===== config.mk =====
export PLATFORM = sky130hd
export DESIGN_NAME = wwls_steer
export DESIGN_NICKNAME = d
export VERILOG_FILES = /design/src/logic/wwls_lane_map.v /design/src/logic/wwls_steer.v
export VERILOG_INCLUDE_DIRS = /design/src /design/src/logic
export SDC_FILE = /design/constraint.sdc
export NUM_CORES = 1
export LEC_CHECK = 0
export ABC_AREA = 1
export ABC_CLOCK_PERIOD_IN_PS = 800
export BUFFER_PORTS_ARGS = -buffer_cell sky130_fd_sc_hd__buf_2
export CAP_MARGIN = 20
export CELL_PAD_IN_SITES_DETAIL_PLACEMENT = 0
export CELL_PAD_IN_SITES_GLOBAL_PLACEMENT = 1
export CORE_AREA = 2 2 239 241
export DETAILED_ROUTE_END_ITERATION = 12
export DIE_AREA = 0 0 241 243
export GPL_TIMING_DRIVEN = 0
export PLACE_DENSITY = 0.66
export SYNTH_ARGS = -nofsm -noshare
export SYNTH_HDL_FRONTEND = slang
export SYNTH_SLANG_ARGS = --single-unit
export TNS_END_PERCENT = 50

===== constraint.sdc =====
create_clock -name core_clk -period 0.8 [get_ports core_clk]
set_input_delay 0 -clock core_clk [delete_from_list [all_inputs] [get_ports core_clk]]
set_output_delay 0 -clock core_clk [all_outputs]
set_load 0.02 [all_outputs]

===== src/logic/wwls_defines.vh =====
`ifndef WWLS_DEFINES_VH
`define WWLS_DEFINES_VH
// access word widths
`define WWLS_W_SHORT 2'h0
`define WWLS_W_NORMAL 2'h1
`define WWLS_W_EXT 2'h2
`define WWLS_W_LONG 2'h3
// bus and register geometry
`define WWLS_BUS_W 64
`define WWLS_REG_W 40
`define WWLS_EXT_LO 24
`define WWLS_ZFILL 8
`define WWLS_HALF 32
`define WWLS_IDX_W 4
// transfer state codes
`define WWLS_ST_IDLE 1'h0
`define WWLS_ST_DONE 1'h1
`endif


===== src/logic/wwls_lane_map.v =====
`timescale 1ns/1ps
`include "wwls_defines.vh"
// one bus lane: packs register data onto a 64-bit bus and unpacks bus data to registers
module wwls_lane_map (
   width,
   st_explicit,
   st_neighbour,
   ld_bus,
   bus_out,
   ld_explicit,
   ld_neighbour
);
   input wire [1:0] width;
   input wire [39:0] st_explicit;
   input wire [39:0] st_neighbour;
   input wire [63:0] ld_bus;
   output reg [63:0] bus_out;
   output reg [39:0] ld_explicit;
   output reg [39:0] ld_neighbour;

   // combinational packing by word width
   always @* begin
      bus_out = {`WWLS_BUS_W{1'b0}};
      ld_explicit = {`WWLS_REG_W{1'b0}};
      ld_neighbour = {`WWLS_REG_W{1'b0}};
      case (width)
         `WWLS_W_EXT: begin
            // value on the upper 40 bits, lower 24 forced to zero
            bus_out = {st_explicit, {`WWLS_EXT_LO{1'b0}}};
            ld_explicit = ld_bus[`WWLS_BUS_W-1:`WWLS_EXT_LO];
         end
         `WWLS_W_LONG: begin
            // full 64-bit lane, each half to bits 39..8, low 8 bits dropped
            bus_out = {st_neighbour[`WWLS_REG_W-1:`WWLS_ZFILL],
                       st_explicit[`WWLS_REG_W-1:`WWLS_ZFILL]};
            ld_explicit = {ld_bus[`WWLS_HALF-1:0], {`WWLS_ZFILL{1'b0}}};
            ld_neighbour = {ld_bus[`WWLS_BUS_W-1:`WWLS_HALF], {`WWLS_ZFILL{1'b0}}};
         end
         default: begin
            // short and normal words: 32-bit low lane, low 8 register bits zero
            bus_out = {{`WWLS_HALF{1'b0}}, st_explicit[`WWLS_REG_W-1:`WWLS_ZFILL]};
            ld_explicit = {ld_bus[`WWLS_HALF-1:0], {`WWLS_ZFILL{1'b0}}};
         end
      endcase
   end
endmodule


===== src/logic/wwls_steer.v =====
// Summary of operation
// extended value on bus upper 40 bits
// extended access zeroes bus low 24 bits
// single extended access same in both modes
// single-instruction dual access allows any widths
// paired dual extended: no complementary transfer
// paired dual: data bus primary, program secondary; code pins them for wide widths only
// paired dual wide needs wide other bus
// long word uses full 64-bit lane
// single long moves named plus neighbour
// single long load clears low 8 bits
// dual long moves four registers, clears
// neighbour conflict: only higher priority access runs
// software avoids neighbour-conflicting dual long pairs
// single-instruction dual extended honours named element
// dual access refuses direct addressing
// 32-bit access clears, truncates low 8 bits
// long halves map to register bits 39..8
// fixed pairing table gives neighbour register
`timescale 1ns/1ps
`include "wwls_defines.vh"
module wwls_steer #(
   parameter IDX_W = `WWLS_IDX_W
) (
   core_clk,
   nrst,
   req_valid,
   req_dual,
   req_paired_mode,
   req_store,
   req_direct,
   dm_width,
   pm_width,
   dm_reg_idx,
   pm_reg_idx,
   dm_secondary,
   pm_secondary,
   dm_has_priority,
   dm_st_explicit,
   dm_st_neighbour,
   pm_st_explicit,
   pm_st_neighbour,
   data_memory_bus_in,
   program_memory_bus_in,
   data_memory_bus_out,
   program_memory_bus_out,
   dm_bus_en,
   pm_bus_en,
   dm_wr_en,
   dm_wr_nb_en,
   dm_wr_idx,
   dm_wr_nb_idx,
   dm_wr_secondary,
   dm_wr_data,
   dm_wr_nb_data,
   pm_wr_en,
   pm_wr_nb_en,
   pm_wr_idx,
   pm_wr_nb_idx,
   pm_wr_secondary,
   pm_wr_data,
   pm_wr_nb_data,
   req_refused,
   req_done
);
   input wire core_clk;
   input wire nrst;
   input wire req_valid; // one-cycle access request
   input wire req_dual; // both buses used
   input wire req_paired_mode; // paired-element mode active
   input wire req_store; // register to memory when high
   input wire req_direct; // immediate-address form
   input wire [1:0] dm_width;
   input wire [1:0] pm_width;
   input wire [IDX_W-1:0] dm_reg_idx;
   input wire [IDX_W-1:0] pm_reg_idx;
   input wire dm_secondary; // named register lies in secondary element
   input wire pm_secondary;
   input wire dm_has_priority; // register-file priority for conflicts
   input wire [39:0] dm_st_explicit;
   input wire [39:0] dm_st_neighbour;
   input wire [39:0] pm_st_explicit;
   input wire [39:0] pm_st_neighbour;
   input wire [63:0] data_memory_bus_in;
   input wire [63:0] program_memory_bus_in;
   output reg [63:0] data_memory_bus_out;
   output reg [63:0] program_memory_bus_out;
   output reg dm_bus_en;
   output reg pm_bus_en;
   output reg dm_wr_en;
   output reg dm_wr_nb_en;
   output reg [IDX_W-1:0] dm_wr_idx;
   output reg [IDX_W-1:0] dm_wr_nb_idx;
   output reg dm_wr_secondary;
   output reg [39:0] dm_wr_data;
   output reg [39:0] dm_wr_nb_data;
   output reg pm_wr_en;
   output reg pm_wr_nb_en;
   output reg [IDX_W-1:0] pm_wr_idx;
   output reg [IDX_W-1:0] pm_wr_nb_idx;
   output reg pm_wr_secondary;
   output reg [39:0] pm_wr_data;
   output reg [39:0] pm_wr_nb_data;
   output reg req_refused; // one-cycle pulse: request dropped whole
   output reg req_done; // one-cycle pulse: request carried out

   // the neighbour of an even register is the next odd one and back again;
   // the same function feeds the collision check and the write ports,
   // so the pairing cannot drift between them
   // fixed neighbour pairing: even and odd registers pair up
   function [IDX_W-1:0] nb_of;
      input [IDX_W-1:0] idx;
      begin
         nb_of = idx ^ {{(IDX_W-1){1'b0}}, 1'b1};
      end
   endfunction

   // true for the extended and long widths
   function is_wide;
      input [1:0] w;
      begin
         is_wide = (w == `WWLS_W_EXT) || (w == `WWLS_W_LONG);
      end
   endfunction

   wire [63:0] dm_bus_d; // packed data-bus value
   wire [63:0] pm_bus_d; // packed program-bus value
   wire [39:0] dm_ld_x; // unpacked data-bus explicit value
   wire [39:0] dm_ld_n; // unpacked data-bus neighbour value
   wire [39:0] pm_ld_x;
   wire [39:0] pm_ld_n;
   reg refuse_d; // request is illegal as a whole
   reg dm_go_d; // data-bus access proceeds
   reg pm_go_d; // program-bus access proceeds
   reg dm_sec_d; // element of data-bus target
   reg pm_sec_d; // element of program-bus target
   reg conflict_d; // neighbour collision between dual long accesses
   // outcome state: set by an executed request, held while requests continue, cleared by a cycle with no request;
   // it is kept for observation and does not gate any output
   reg state_q; // last request outcome state

   // both lanes share one packing module; each sees only its own width,
   // its own store operands and its own incoming bus word
   // the packer is pure logic: the output stage below registers its results
   // limitation: short words use the normal-word lane mapping here
   // data-bus lane packer
   wwls_lane_map u_dm_lane (
      .width(dm_width),
      .st_explicit(dm_st_explicit),
      .st_neighbour(dm_st_neighbour),
      .ld_bus(data_memory_bus_in),
      .bus_out(dm_bus_d),
      .ld_explicit(dm_ld_x),
      .ld_neighbour(dm_ld_n)
   );

   // program-bus lane packer
   wwls_lane_map u_pm_lane (
      .width(pm_width),
      .st_explicit(pm_st_explicit),
      .st_neighbour(pm_st_neighbour),
      .ld_bus(program_memory_bus_in),
      .bus_out(pm_bus_d),
      .ld_explicit(pm_ld_x),
      .ld_neighbour(pm_ld_n)
   );

   // decode overview:
   // - a request is taken on the rising edge that sees req_valid high
   // - single accesses always steer through the data-bus side ports
   // - dual accesses without a collision use both lanes and both register-file write ports
   // - direct addressing on a dual access refuses the whole request
   // - paired mode refuses a wide width on one bus with a narrow one
   // - refusal leaves every strobe, enable and store lane low
   // - paired wide dual accesses pin data bus to primary, program to secondary
   // - single-instruction dual accesses keep the element each side names
   // - a long word on one side claims the named register and its neighbour
   // - if the other side names that neighbour, the two accesses collide
   // - the collision check also needs both targets in one element
   // - on a collision only the side with register-file priority proceeds
   // - the losing side raises no bus enable and no write strobe
   // - paired wide accesses sit in different elements and never collide
   // request decode: legality, element choice and conflict resolution
   always @* begin
      refuse_d = 1'b0;
      conflict_d = 1'b0;
      dm_go_d = 1'b0;
      pm_go_d = 1'b0;
      dm_sec_d = dm_secondary; // single access uses the named element
      pm_sec_d = pm_secondary;
      if (req_valid) begin
         if (req_dual) begin
            if (req_direct) begin
               refuse_d = 1'b1; // dual access needs generator addresses
            end else if (req_paired_mode &&
                         (is_wide(dm_width) != is_wide(pm_width))) begin
               refuse_d = 1'b1; // wide pairs only with wide
            end else begin
               // any width mix accepted in single-instruction mode
               dm_go_d = 1'b1;
               pm_go_d = 1'b1;
               if (req_paired_mode && is_wide(dm_width)) begin
                  dm_sec_d = 1'b0; // data bus to primary element
                  pm_sec_d = 1'b1; // program bus to secondary element
               end
               // explicit target equal to other's neighbour
               if ((dm_width == `WWLS_W_LONG &&
                    nb_of(dm_reg_idx) == pm_reg_idx && dm_sec_d == pm_sec_d) ||
                   (pm_width == `WWLS_W_LONG &&
                    nb_of(pm_reg_idx) == dm_reg_idx && dm_sec_d == pm_sec_d)) begin
                  conflict_d = 1'b1;
                  dm_go_d = dm_has_priority;
                  pm_go_d = ~dm_has_priority;
               end
            end
         end else begin
            // single access on the data bus, same in both modes
            dm_go_d = 1'b1;
         end
      end
   end

   // output stage timing:
   // - every output is a flip-flop, updated on each rising clock edge
   // - results appear right after the request edge and stand one cycle
   // - with no request the strobes drop and the store lanes return to zero
   // - back-to-back requests are accepted on consecutive edges
   // - store data is driven only while a proceeding store is in flight
   // - load data is captured every cycle; the write strobes qualify it
   // - neighbour strobes rise only for long-word loads
   // - write indices follow the request even when no strobe is raised
   // - req_refused and req_done never rise together
   // - the reset branch loads constants only
   // hazard: load data is sampled from the bus on the request edge, so the
   // memory side must present read data in the same cycle as req_valid
   // registered outputs of the steering stage
   always @(posedge core_clk or negedge nrst) begin
      if (!nrst) begin
         data_memory_bus_out <= {`WWLS_BUS_W{1'b0}};
         program_memory_bus_out <= {`WWLS_BUS_W{1'b0}};
         dm_bus_en <= 1'b0;
         pm_bus_en <= 1'b0;
         dm_wr_en <= 1'b0;
         dm_wr_nb_en <= 1'b0;
         dm_wr_idx <= {IDX_W{1'b0}};
         dm_wr_nb_idx <= {IDX_W{1'b0}};
         dm_wr_secondary <= 1'b0;
         dm_wr_data <= {`WWLS_REG_W{1'b0}};
         dm_wr_nb_data <= {`WWLS_REG_W{1'b0}};
         pm_wr_en <= 1'b0;
         pm_wr_nb_en <= 1'b0;
         pm_wr_idx <= {IDX_W{1'b0}};
         pm_wr_nb_idx <= {IDX_W{1'b0}};
         pm_wr_secondary <= 1'b0;
         pm_wr_data <= {`WWLS_REG_W{1'b0}};
         pm_wr_nb_data <= {`WWLS_REG_W{1'b0}};
         req_refused <= 1'b0;
         req_done <= 1'b0;
         state_q <= `WWLS_ST_IDLE;
      end else begin
         // stores drive the bus, idle or load leave it zero
         data_memory_bus_out <= (dm_go_d && req_store) ? dm_bus_d : {`WWLS_BUS_W{1'b0}};
         program_memory_bus_out <= (pm_go_d && req_store) ? pm_bus_d : {`WWLS_BUS_W{1'b0}};
         dm_bus_en <= dm_go_d;
         pm_bus_en <= pm_go_d;
         // loads: explicit register, neighbour only for long words
         dm_wr_en <= dm_go_d && !req_store;
         dm_wr_nb_en <= dm_go_d && !req_store && (dm_width == `WWLS_W_LONG);
         pm_wr_en <= pm_go_d && !req_store;
         pm_wr_nb_en <= pm_go_d && !req_store && (pm_width == `WWLS_W_LONG);
         // no complementary write for paired dual extended access
         dm_wr_idx <= dm_reg_idx;
         dm_wr_nb_idx <= nb_of(dm_reg_idx);
         dm_wr_secondary <= dm_sec_d;
         dm_wr_data <= dm_ld_x;
         dm_wr_nb_data <= dm_ld_n;
         pm_wr_idx <= pm_reg_idx;
         pm_wr_nb_idx <= nb_of(pm_reg_idx);
         pm_wr_secondary <= pm_sec_d;
         pm_wr_data <= pm_ld_x;
         pm_wr_nb_data <= pm_ld_n;
         req_refused <= refuse_d;
         req_done <= req_valid && !refuse_d;
         // outcome state: done after any executed request
         case (state_q)
            `WWLS_ST_IDLE: begin
               if (req_valid && !refuse_d) begin
                  state_q <= `WWLS_ST_DONE;
               end
            end
            `WWLS_ST_DONE: begin
               if (!req_valid) begin
                  state_q <= `WWLS_ST_IDLE;
               end
            end
            default: begin
               state_q <= `WWLS_ST_IDLE;
            end
         endcase
      end
   end
endmodule


======== Word level (Yosys, flattened, before mapping) ========
Cells that the tools add are included.
word-level totals
  bits in registers ....................... 314
  bits of input ports ..................... 310
  logic and storage cells ................. 89
cells by class
  equal/unequal tests ..................... 8
  multiplexer cells ....................... 40
  bitwise logic cells ..................... 3
  reductions and logical operators ........ 18
operators by type and width
  operator                                    count
  case mux 64 bit (2 select lines)            2
  2-to-1 mux 40 bit                           4
  2-to-1 mux 64 bit                           2
  2-to-1 mux 1 bit                            32
  logical AND 1 bit                           13
  equality test 2 bit, second input constant  4
  equality test 4 bit                         2
  logical OR 1 bit                            3
  inverter 1 bit                              3
  zero test 1 bit                             2
  equality test 1 bit                         1
  inequality test 1 bit                       1

======== Depth between registers and ports, before layout ========
Gate-level depths: netlist of the first run.
  depth in word-level cells ............... 18
  depth in mapped cells ................... 9
  mapped depth without buffers ............ 8

======== By module ========
From an unflattened synthesis of the first run, not the netlist that was laid out.
second synthesis, totals
  cells, all modules ...................... 1,423
  area total of the unflattened synthesis .. 12,721.0 µm²
modules (own cells, without submodules)
  module         times used  cells an instance  area each (µm²)  sequential area each (µm²)
  wwls_steer     1           643                9,282.7          7,707.4
  wwls_lane_map  2           390                1,719.1          0.0

======== Worst setup path after synthesis of the first run ========
OpenSTA, ideal clock, no wires.
  kind .................................... input to register
  start ................................... in pm_width[0]
  end ..................................... reg data_memory_bus_out[24]
  arrival time ............................ 980 ps
  data required time ...................... 678 ps
  path slack .............................. -303 ps
  cell stages on the path ................. 9
  cells stage by stage .................... buf_2 nand2_1 nand2_1 inv_1 nor2_2 nand3_2 nand3_4 buf_6 nor2_2
on the way
  cells in the longest elaborated chain, start to end .. 11
RTL lines
  item                            line              source
  start, declared                 wwls_steer.v:74   input wire [1:0] pm_width;
  equality test 2 bit             --
  logical AND 1 bit (2 in a row)  wwls_steer.v:209  (pm_width == `WWLS_W_LONG &&
  logical OR 1 bit                wwls_steer.v:207  if ((dm_width == `WWLS_W_LONG &&
  2-to-1 mux 1 bit                wwls_steer.v:207
  2-to-1 mux 1 bit *              wwls_steer.v:195  end else if (req_paired_mode &&
  2-to-1 mux 1 bit *              wwls_steer.v:193  if (req_direct) begin
  2-to-1 mux 1 bit *              wwls_steer.v:192  if (req_dual) begin
  2-to-1 mux 1 bit *              wwls_steer.v:191  if (req_valid) begin
  logical AND 1 bit *             wwls_steer.v:262  data_memory_bus_out <= (dm_go_d && req_store) ? dm_bus_d : {`WWLS_BUS_W{1'b0}};
  2-to-1 mux 64 bit *             wwls_steer.v:262
  end signal, assigned            wwls_steer.v:239  data_memory_bus_out <= {`WWLS_BUS_W{1'b0}};
  end signal, assigned            wwls_steer.v:262
  end, declared                   wwls_steer.v:86   output reg [63:0] data_memory_bus_out;
Mark *: on every way between the ends. The rest lies on a longest branch, timed or not.

======== Final worst setup path of the first run ========
  start ................................... reg dm_wr_nb_idx[1]
  end ..................................... out dm_wr_nb_idx[1]
RTL lines
  item                    line              source
  start, declared         wwls_steer.v:93   output reg [IDX_W-1:0] dm_wr_nb_idx;
  start signal, assigned  wwls_steer.v:246  dm_wr_nb_idx <= {IDX_W{1'b0}};
  start signal, assigned  wwls_steer.v:273  dm_wr_nb_idx <= nb_of(dm_reg_idx);
No word-level cell between the ends.

==> metrics.md, run 1 <==
| Metric | Value |
|---|---|
| Number of standard-cell rows in the floorplan | 87 |
| Antenna Violating Nets Remaining | 0 |
| Cell-by-cell trace of the critical path | buf_6 > buf_6 |
| Shortest period the worst path allows | 1.203 ns |
| Switching Fraction | 25.85% |
| Share of the synthesized area in the top cell type | 64.57% |
| Final Setup Violations | 315 |
| Pre-CTS WS | -0.9109 ns |
| Vias after detailed routing | 11600 |
| Avg Cell Area, Syn | 9.455 um^2 |
| Largest cells by area after synthesis | sky130_fd_sc_hd__dfrtp_1 65%, sky130_fd_sc_hd__inv_1 7.5%, sky130_fd_sc_hd__nor2_1 6.1% |
| Final worst slack | -0.4029 ns |
| Total of buffers placed on input and output ports | 587 |
| Met3 layer wire length in the routed design | 4.277 mm |
| Clk root buf | sky130_fd_sc_hd__clkbuf_16 |
| Number of buffer and inverter instances along the worst setup path | 2 |
| Horizontal die dimension | 241 um |
| Fraction of layout cells with a size suffix above 1 | 37.76% |
| Type of element capturing the critical path | primary output |
| Hold violation count in the final report | 155 |
| Clk slew on worst S/H paths | 0.06 ns |
| Part of the total power dissipated in combinational logic | 17.5% |
| Largest fanout on the critical path | 2 |
| WHS | -0.5767 ns |
| Effective utilization at floorplan | 20.23% |
| H-tree level count | 2 |
| Path class of the lowest-slack min-delay path | in -> async |
| Area Growth Syn to Fin | 93.73% |
| Wire length of the first global-routing pass | 72.55 mm |
| Failing checks | negative hold slack, negative setup slack |
| Critical path required time | 0.80 ns |
| Post-DR vias/cell | 3.955 |
| # nets final | 2460 |
| Num CTS Buffers | 34 |
| Critical-path cell with the highest stage delay | sky130_fd_sc_hd__dfrtp_1 |
| Worst relative slew slack | 55.01% |
| Final critical-path share of the clock period | 150.4% |
| Remaining global-route overflow | 0 |
| Kind of cell adding the most delay to the critical path | flip-flops |
| Ports | 624 |
| Seq pwr share | 39.8% |
| Switching Power | 0.01018 W |
| GPL Wtd Cong | 0.8584 |
| Overall power of the completed layout | 0.03937 W |
| Placed Area | 0.01543 mm^2 |
| Proportion of synthesized chip area in sequential cells | 64.57% |
| Crit path launch type | flop |
| Number of register bits inferred by synthesis | 292 |
| Clock tree from TritonCTS | yes |
| Post-synth cell types | 22 |
| CP peak stage delay | 0.42 ns |
| Total track usage | 16.53% |
| Met2 wire len | 25.46 mm |
| Via count of the first global-routing pass | 12393 |
| DRC violations left | 0 |
| Mapped Area | 0.01132 mm^2 |
| Detail Placement HPWL | 35.53 mm |
| Upper clock frequency limit | 831.4 MHz |
| Post-Synthesis Cells | 1197 |
| Worst voltage drop across the vdd grid | 1533 uV |
| Worst Path Arrival | 1.20 ns |
| Unrepaired setup endpoints after global routing | true |
| Met1 wire length | 18.88 mm |
| Largest net degree at the start of global routing | 116 |
| CP most frequent cell | sky130_fd_sc_hd__buf_6 |
| Summed area of non-filler cells in the final layout | 0.02192 mm^2 |
| Routed wire length | 51.04 mm |
| Number of max-slew violations in the final report | 0 |
| Design internal power | 0.02920 W |
| Highest signal layer in the routed design | met4 |
| Cell type with the largest total area after synthesis | sky130_fd_sc_hd__dfrtp_1 |
| Lkg Pwr | 11.48 nW |
| Drt pass-1 iters | 5 |
| Pin slew with the least headroom to its limit | 0.6749 ns |
| Total Die Area | 0.05856 mm^2 |
| Worst setup path category | reg -> out |
| Detailed Route Iter0 Violations | 404 |
| Clock sink total | 292 |
| Count of synthesis-stage warnings from yosys | 0 |
| Pwr per Cell Area | 1796 mW/mm^2 |
| Clock power share | 42.7% |
| Outcome | complete, but fails checks |
| Number of antenna violations at the first check in global routing | 3 |
| Hold-fix buffers at CTS | 294 |
| Number of maximum-capacitance constraint violations | 0 |
| Core Box Area | 0.05595 mm^2 |
| Number of buffers on the longest clock path | 3 |
| Average detailed-routed wire length per instance | 17.40 um |
| Die Height | 243 um |
## cells in the final DEF, fill, tap and decap left out, types with 30 or more instances in the layout
cell,count
sky130_fd_sc_hd__buf_2,317
sky130_fd_sc_hd__buf_6,295
sky130_fd_sc_hd__dlygate4sd3_1,291
sky130_fd_sc_hd__dfrtp_1,289
sky130_fd_sc_hd__inv_1,221
sky130_fd_sc_hd__nor2_1,147
sky130_fd_sc_hd__nand2_1,143
sky130_fd_sc_hd__o21ai_0,121
sky130_fd_sc_hd__nand3_1,66
sky130_fd_sc_hd__nor2_2,60
sky130_fd_sc_hd__clkbuf_16,40
sky130_fd_sc_hd__buf_4,31
sky130_fd_sc_hd__clkbuf_1,30
## state kept, by name (all words and copies together) (netlist names), 2 cells and up
name	cells
dm_wr_idx	2
pm_wr_nb_idx	3
dm_wr_data	40
dm_wr_nb_data	32
pm_wr_idx	2
pm_wr_data	40
program_memory_bus_out	64
data_memory_bus_out	64
dm_wr_nb_idx	3
pm_wr_nb_data	32
## repair_timing
item | 4_1_cts | 5_1_grt
setup endpoints to repair | 471 | 436
buffers inserted | 5 | 7
gates cloned | 2 | 5
resized for setup | 507 | 157
hold endpoints to repair | 443 | 74
pin swaps | 2 | 12
## power by group through the flow
stage	sequential [W]	combinational (W)	clock, W
finish	0.0157	0.00690	0.0168
global placement	0.0158	0.00474	0
floorplan	0.0166	0.00153	0
global route	0.0157	0.00743	0.0178
CTS	0.0157	0.00664	0.0172
detailed placement	0.0158	0.00481	0
## metal layers
layer	global-route usage, %	vias up
met5	0	-
li1	-	5435
met1	17.31	5504
met2	29.61	539
met4	7.879	0
met3	5.322	122
## stage by stage
step,utilization (%),setup TNS (ns),std cells
2_1_floorplan,-,-40.17,1212
3_3_place_gp,27.47,-1865.50,2555
3_5_place_dp,27.58,-192.35,2557
4_1_cts,37.98,-103.43,2918
5_1_grt,39.19,-89.40,2933
6_report,39.19,-72.66,2933
## Yosys cell counts (all sizes together)
library cell / instances
o21ai: 144
a21oi: 1
nand3: 72
a21boi: 1
xnor2: 1
dfrtp: 292
or2: 3
buf: 57
nand2: 152
nor3: 1
clkbuf: 31
inv: 226
conb: 1
nor2: 215
## worst paths after layout
check / startpoint / end / slack (ns) / cells after the start
min in group core_clk: req_dual / req_done / -0.15 / 3
worst min-delay path: nrst / program_memory_bus_out[53] / -0.58 / 1
max in group asynchronous: nrst / dm_wr_nb_data[38] / 0.32 / 2
worst max-delay path: dm_wr_nb_idx[1] / dm_wr_nb_idx[1] / -0.40 / 2
## area by class of cell
type                            instances  area, um^2
Timing Repair Buffer                  901        7939
Clock inverter                          6       133.9
Inverter                              226       863.3
Multi-Input combinational cell        607        2934
Sequential cell                       292        7311
Buffer                                 88       713.2
Antenna cell                            3       7.507
Tap cell                              756       945.9
Clock buffer                           54        1077
Fill cell                            5391       34030
## kinds of logic (layout without fill, tap and decap cells)
group                  count (synthesis)  count (layout)  synth area share, %
XOR/XNOR                               1               1              0.07740
buffers and inverters                314            1275                12.07
AND/OR/NAND/NOR                      443             444                16.67
AO/OA/AOI/OAI                        146             146                6.578
flip-flops                           292             292                64.57
other                                  1              19              0.03314
No activity file was read; power rests on OpenSTA's default activity.
==> run 2, diff against run 1 <==
Settings changed: ABC_AREA 1 to unset, CORE_AREA 2 2 239 241 to 2 2 242 244, DIE_AREA 0 0 241 243 to 0 0 244 246, PLACE_DENSITY 0.66 to 0.63.
==> metrics.md, run 2 <==
| Metric | Value |
|---|---|
| Post-synth cell types | 31 |
| Most common library cells after synthesis | 292 x sky130_fd_sc_hd__dfrtp_1, 72 x sky130_fd_sc_hd__mux2_2, 69 x sky130_fd_sc_hd__nor2_1, 66 x sky130_fd_sc_hd__nand3_1, 64 x sky130_fd_sc_hd__and3_1 |
| Clock sink total | 292 |
| Die Height | 246 um |
| Average detailed-routed wire length per instance | 20.53 um |
| Vias after detailed routing | 11308 |
| Number of max-slew violations in the final report | 0 |
| Met2 wire len | 28.37 mm |
| Path class of the lowest-slack min-delay path | in -> async |
| Detailed Route Iter0 Violations | 329 |
| Core Box Area | 0.05737 mm^2 |
| Failing checks | negative hold slack, negative setup slack |
| Met3 layer wire length in the routed design | 3.853 mm |
| Num CTS Buffers | 35 |
| FFs w/ async S/R, synth | 100.0% |
| Unrepaired setup endpoints after global routing | true |
| Total track usage | 17.52% |
| Seq pwr share | 41.2% |
| Remaining global-route overflow | 0 |
| Mapped Area | 0.01130 mm^2 |
| Pin slew with the least headroom to its limit | 0.8001 ns |
| Number of antenna violations at the first check in global routing | 2 |
| Avg Cell Area, Syn | 12.78 um^2 |
| Post-DR vias/cell | 4.248 |
| Upper clock frequency limit | 811.1 MHz |
| Worst Path Arrival | 1.23 ns |
| Placed Area | 0.01567 mm^2 |
| Pwr per Cell Area | 1627 mW/mm^2 |
| Clk root buf | sky130_fd_sc_hd__clkbuf_16 |
| Detail Placement HPWL | 37.31 mm |
| DRC violations left | 0 |
| Total Die Area | 0.06002 mm^2 |
| Number of register bits inferred by synthesis | 292 |
| Count of synthesis-stage warnings from yosys | 0 |
| Dominant register cell in the synthesized netlist | sky130_fd_sc_hd__dfrtp_1 |
| Core utilization of the finished layout | 40.72% |
| Via count of the first global-routing pass | 12654 |
| Share of the synthesized area in the top cell type | 64.67% |
| Library cell with the highest instance count after synthesis | sky130_fd_sc_hd__dfrtp_1 |
| Hold violation count in the final report | 150 |
| Number of enable flip-flop cells after synthesis | 0 |
| Switching Fraction | 26.95% |
| Clock tree from TritonCTS | yes |
| Outcome | complete, but fails checks |
| Clock power share | 38.7% |
| WHS | -0.5632 ns |
| Post-Synthesis Cells | 884 |
| # nets final | 2188 |
| Final critical-path share of the clock period | 154.1% |
| Number of maximum-capacitance constraint violations | 0 |
| Largest fanout on the critical path | 2 |
| Worst voltage drop across the vdd grid | 1440 uV |
| Largest net degree at the start of global routing | 113 |
| Number of buffers on the longest clock path | 3 |
| Worst setup path category | reg -> out |
| Proportion of synthesized chip area in sequential cells | 64.67% |
| Drt pass-1 iters | 4 |
| Hold-fix buffers at CTS | 285 |
| Number of standard-cell rows in the floorplan | 88 |
| Horizontal die dimension | 244 um |
| Wire length of the first global-routing pass | 78.70 mm |
| Largest registers in the final layout | data_memory_bus_out: 64 flops, program_memory_bus_out: 64 flops |
| Area Growth Syn to Fin | 106.7% |
| Pre-CTS WS | -1.202 ns |
| Crit path launch type | flop |
| Fraction of layout cells with a size suffix above 1 | 52.85% |
| Summed area of non-filler cells in the final layout | 0.02336 mm^2 |
| Antenna Violating Nets Remaining | 0 |
| Cell type with the largest total area after synthesis | sky130_fd_sc_hd__dfrtp_1 |
| H-tree level count | 2 |
| Most frequent cells in the layout | 320 x sky130_fd_sc_hd__buf_2, 300 x sky130_fd_sc_hd__buf_6, 291 x sky130_fd_sc_hd__dfrtp_1 |
| Final worst slack | -0.4328 ns |
| Ports | 624 |
| Switching Power | 0.01024 W |
| Lkg Pwr | 11.03 nW |
| Setup total negative slack | -91.36 ns |
| Effective utilization at floorplan | 19.70% |
| Part of the total power dissipated in combinational logic | 20.1% |
| Highest signal layer in the routed design | met4 |
| Critical path required time | 0.80 ns |
| Type of element capturing the critical path | primary output |
| Clk slew on worst S/H paths | 0.06 ns |
| Routed wire length | 54.65 mm |
| Commonest non-fill, non-tap cell in the layout | sky130_fd_sc_hd__buf_2 |
| GPL Wtd Cong | 0.8394 |
| Worst relative slew slack | 46.66% |
| Overall power of the completed layout | 0.03800 W |
| Final Setup Violations | 432 |
| Critical Path Start | pm_wr_idx[3] |
| Total of buffers placed on input and output ports | 590 |
| Shortest period the worst path allows | 1.233 ns |
| Met1 wire length | 20.05 mm |
| Largest cells by area after synthesis | sky130_fd_sc_hd__dfrtp_1 65%, sky130_fd_sc_hd__mux2_2 7.2%, sky130_fd_sc_hd__and3_1 3.5% |
| Design internal power | 0.02776 W |
-- run 2: cell types whose count changed after synthesis, sizes merged, moves of 6 or more --
cell	delta
a22o	+32
a22oi	+32
and2	+21
and3	+64
clkbuf	+20
inv	-221
mux2	+72
mux2i	+8
nand2	-124
nand3	-6
nor2	-146
nor4	+64
o21ai	-144
-- run 2: cell families (layout without fill, tap and decap cells) --
family / after synthesis / after routing / share of synthesized area (%)
AO/OA/AOI/OAI: 68 / 68 / 5.061
XOR/XNOR: 5 / 5 / 0.3877
buffers and inverters: 114 / 1111 / 5.238
flip-flops: 292 / 292 / 64.67
multiplexers: 80 / 80 / 7.885
other: 1 / 17 / 0.03319
AND/OR/NAND/NOR: 324 / 324 / 16.72
-- run 2: per-stage QoR --
stage                     std cells  hold WS [ns]
after floorplan                 899       -0.2956
after global placement         2254        0.1327
after detailed placement       2256       0.01569
after CTS                      2661       -0.5725
after global routing           2662       -0.5427
final                          2662       -0.5632
-- run 2: worst max-delay path, cell delays in order (launching register included) --
cell	delay (ns)
sky130_fd_sc_hd__dfrtp_2	0.45
sky130_fd_sc_hd__buf_6	0.13
sky130_fd_sc_hd__buf_6	0.12
-- run 2: worst max-delay path by stage --
stage                                       endpoint  slack [ns]  cells after the start
after global placement                pm_wr_data[24]       -5.84                      1
after detailed placement  program_memory_bus_out[32]       -1.20                      6
after global routing                 pm_wr_nb_idx[3]       -0.48                      2
after floorplan           program_memory_bus_out[10]       -0.38                      8
after CTS                            pm_wr_nb_idx[3]       -0.48                      2
final                                pm_wr_nb_idx[3]       -0.43                      2
-- run 2: power by group through the flow --
stage	clock [W]	sequential [W]	combinational [W]
floorplan	0	0.0165	0.00168
global placement	0	0.0158	0.00493
detailed placement	0	0.0158	0.00501
CTS	0.0151	0.0156	0.00724
global route	0.0158	0.0157	0.00805
finish	0.0147	0.0157	0.00762
-- run 2: cell type report --
class | count | area, um^2
fill | 5276 | 34010
buffer | 101 | 985.9
multi-input combinational | 493 | 4408
inverter | 5 | 18.77
clock buffer | 51 | 985.9
antenna | 1 | 2.502
timing repair buffer | 950 | 8666
tap | 765 | 957.2
clock inverter | 4 | 26.28
sequential | 292 | 7308
-- run 2: per-layer routing --
metal  vias to the layer above  track usage (%)
li1                       5059                -
met3                       129            5.000
met2                       518            31.99
met4                         0            7.281
met5                         -                0
met1                      5602            18.92
-- run 2: timing repair --
| item | 4_1_cts | 5_1_grt |
|---|---|---|
| hold endpoints to repair | 385 | 77 |
| cloned | 18 | 0 |
| buffers inserted | 53 | 5 |
| pin swaps | 30 | 13 |
| resized for setup | 522 | 339 |
| setup endpoints to repair | 501 | 497 |
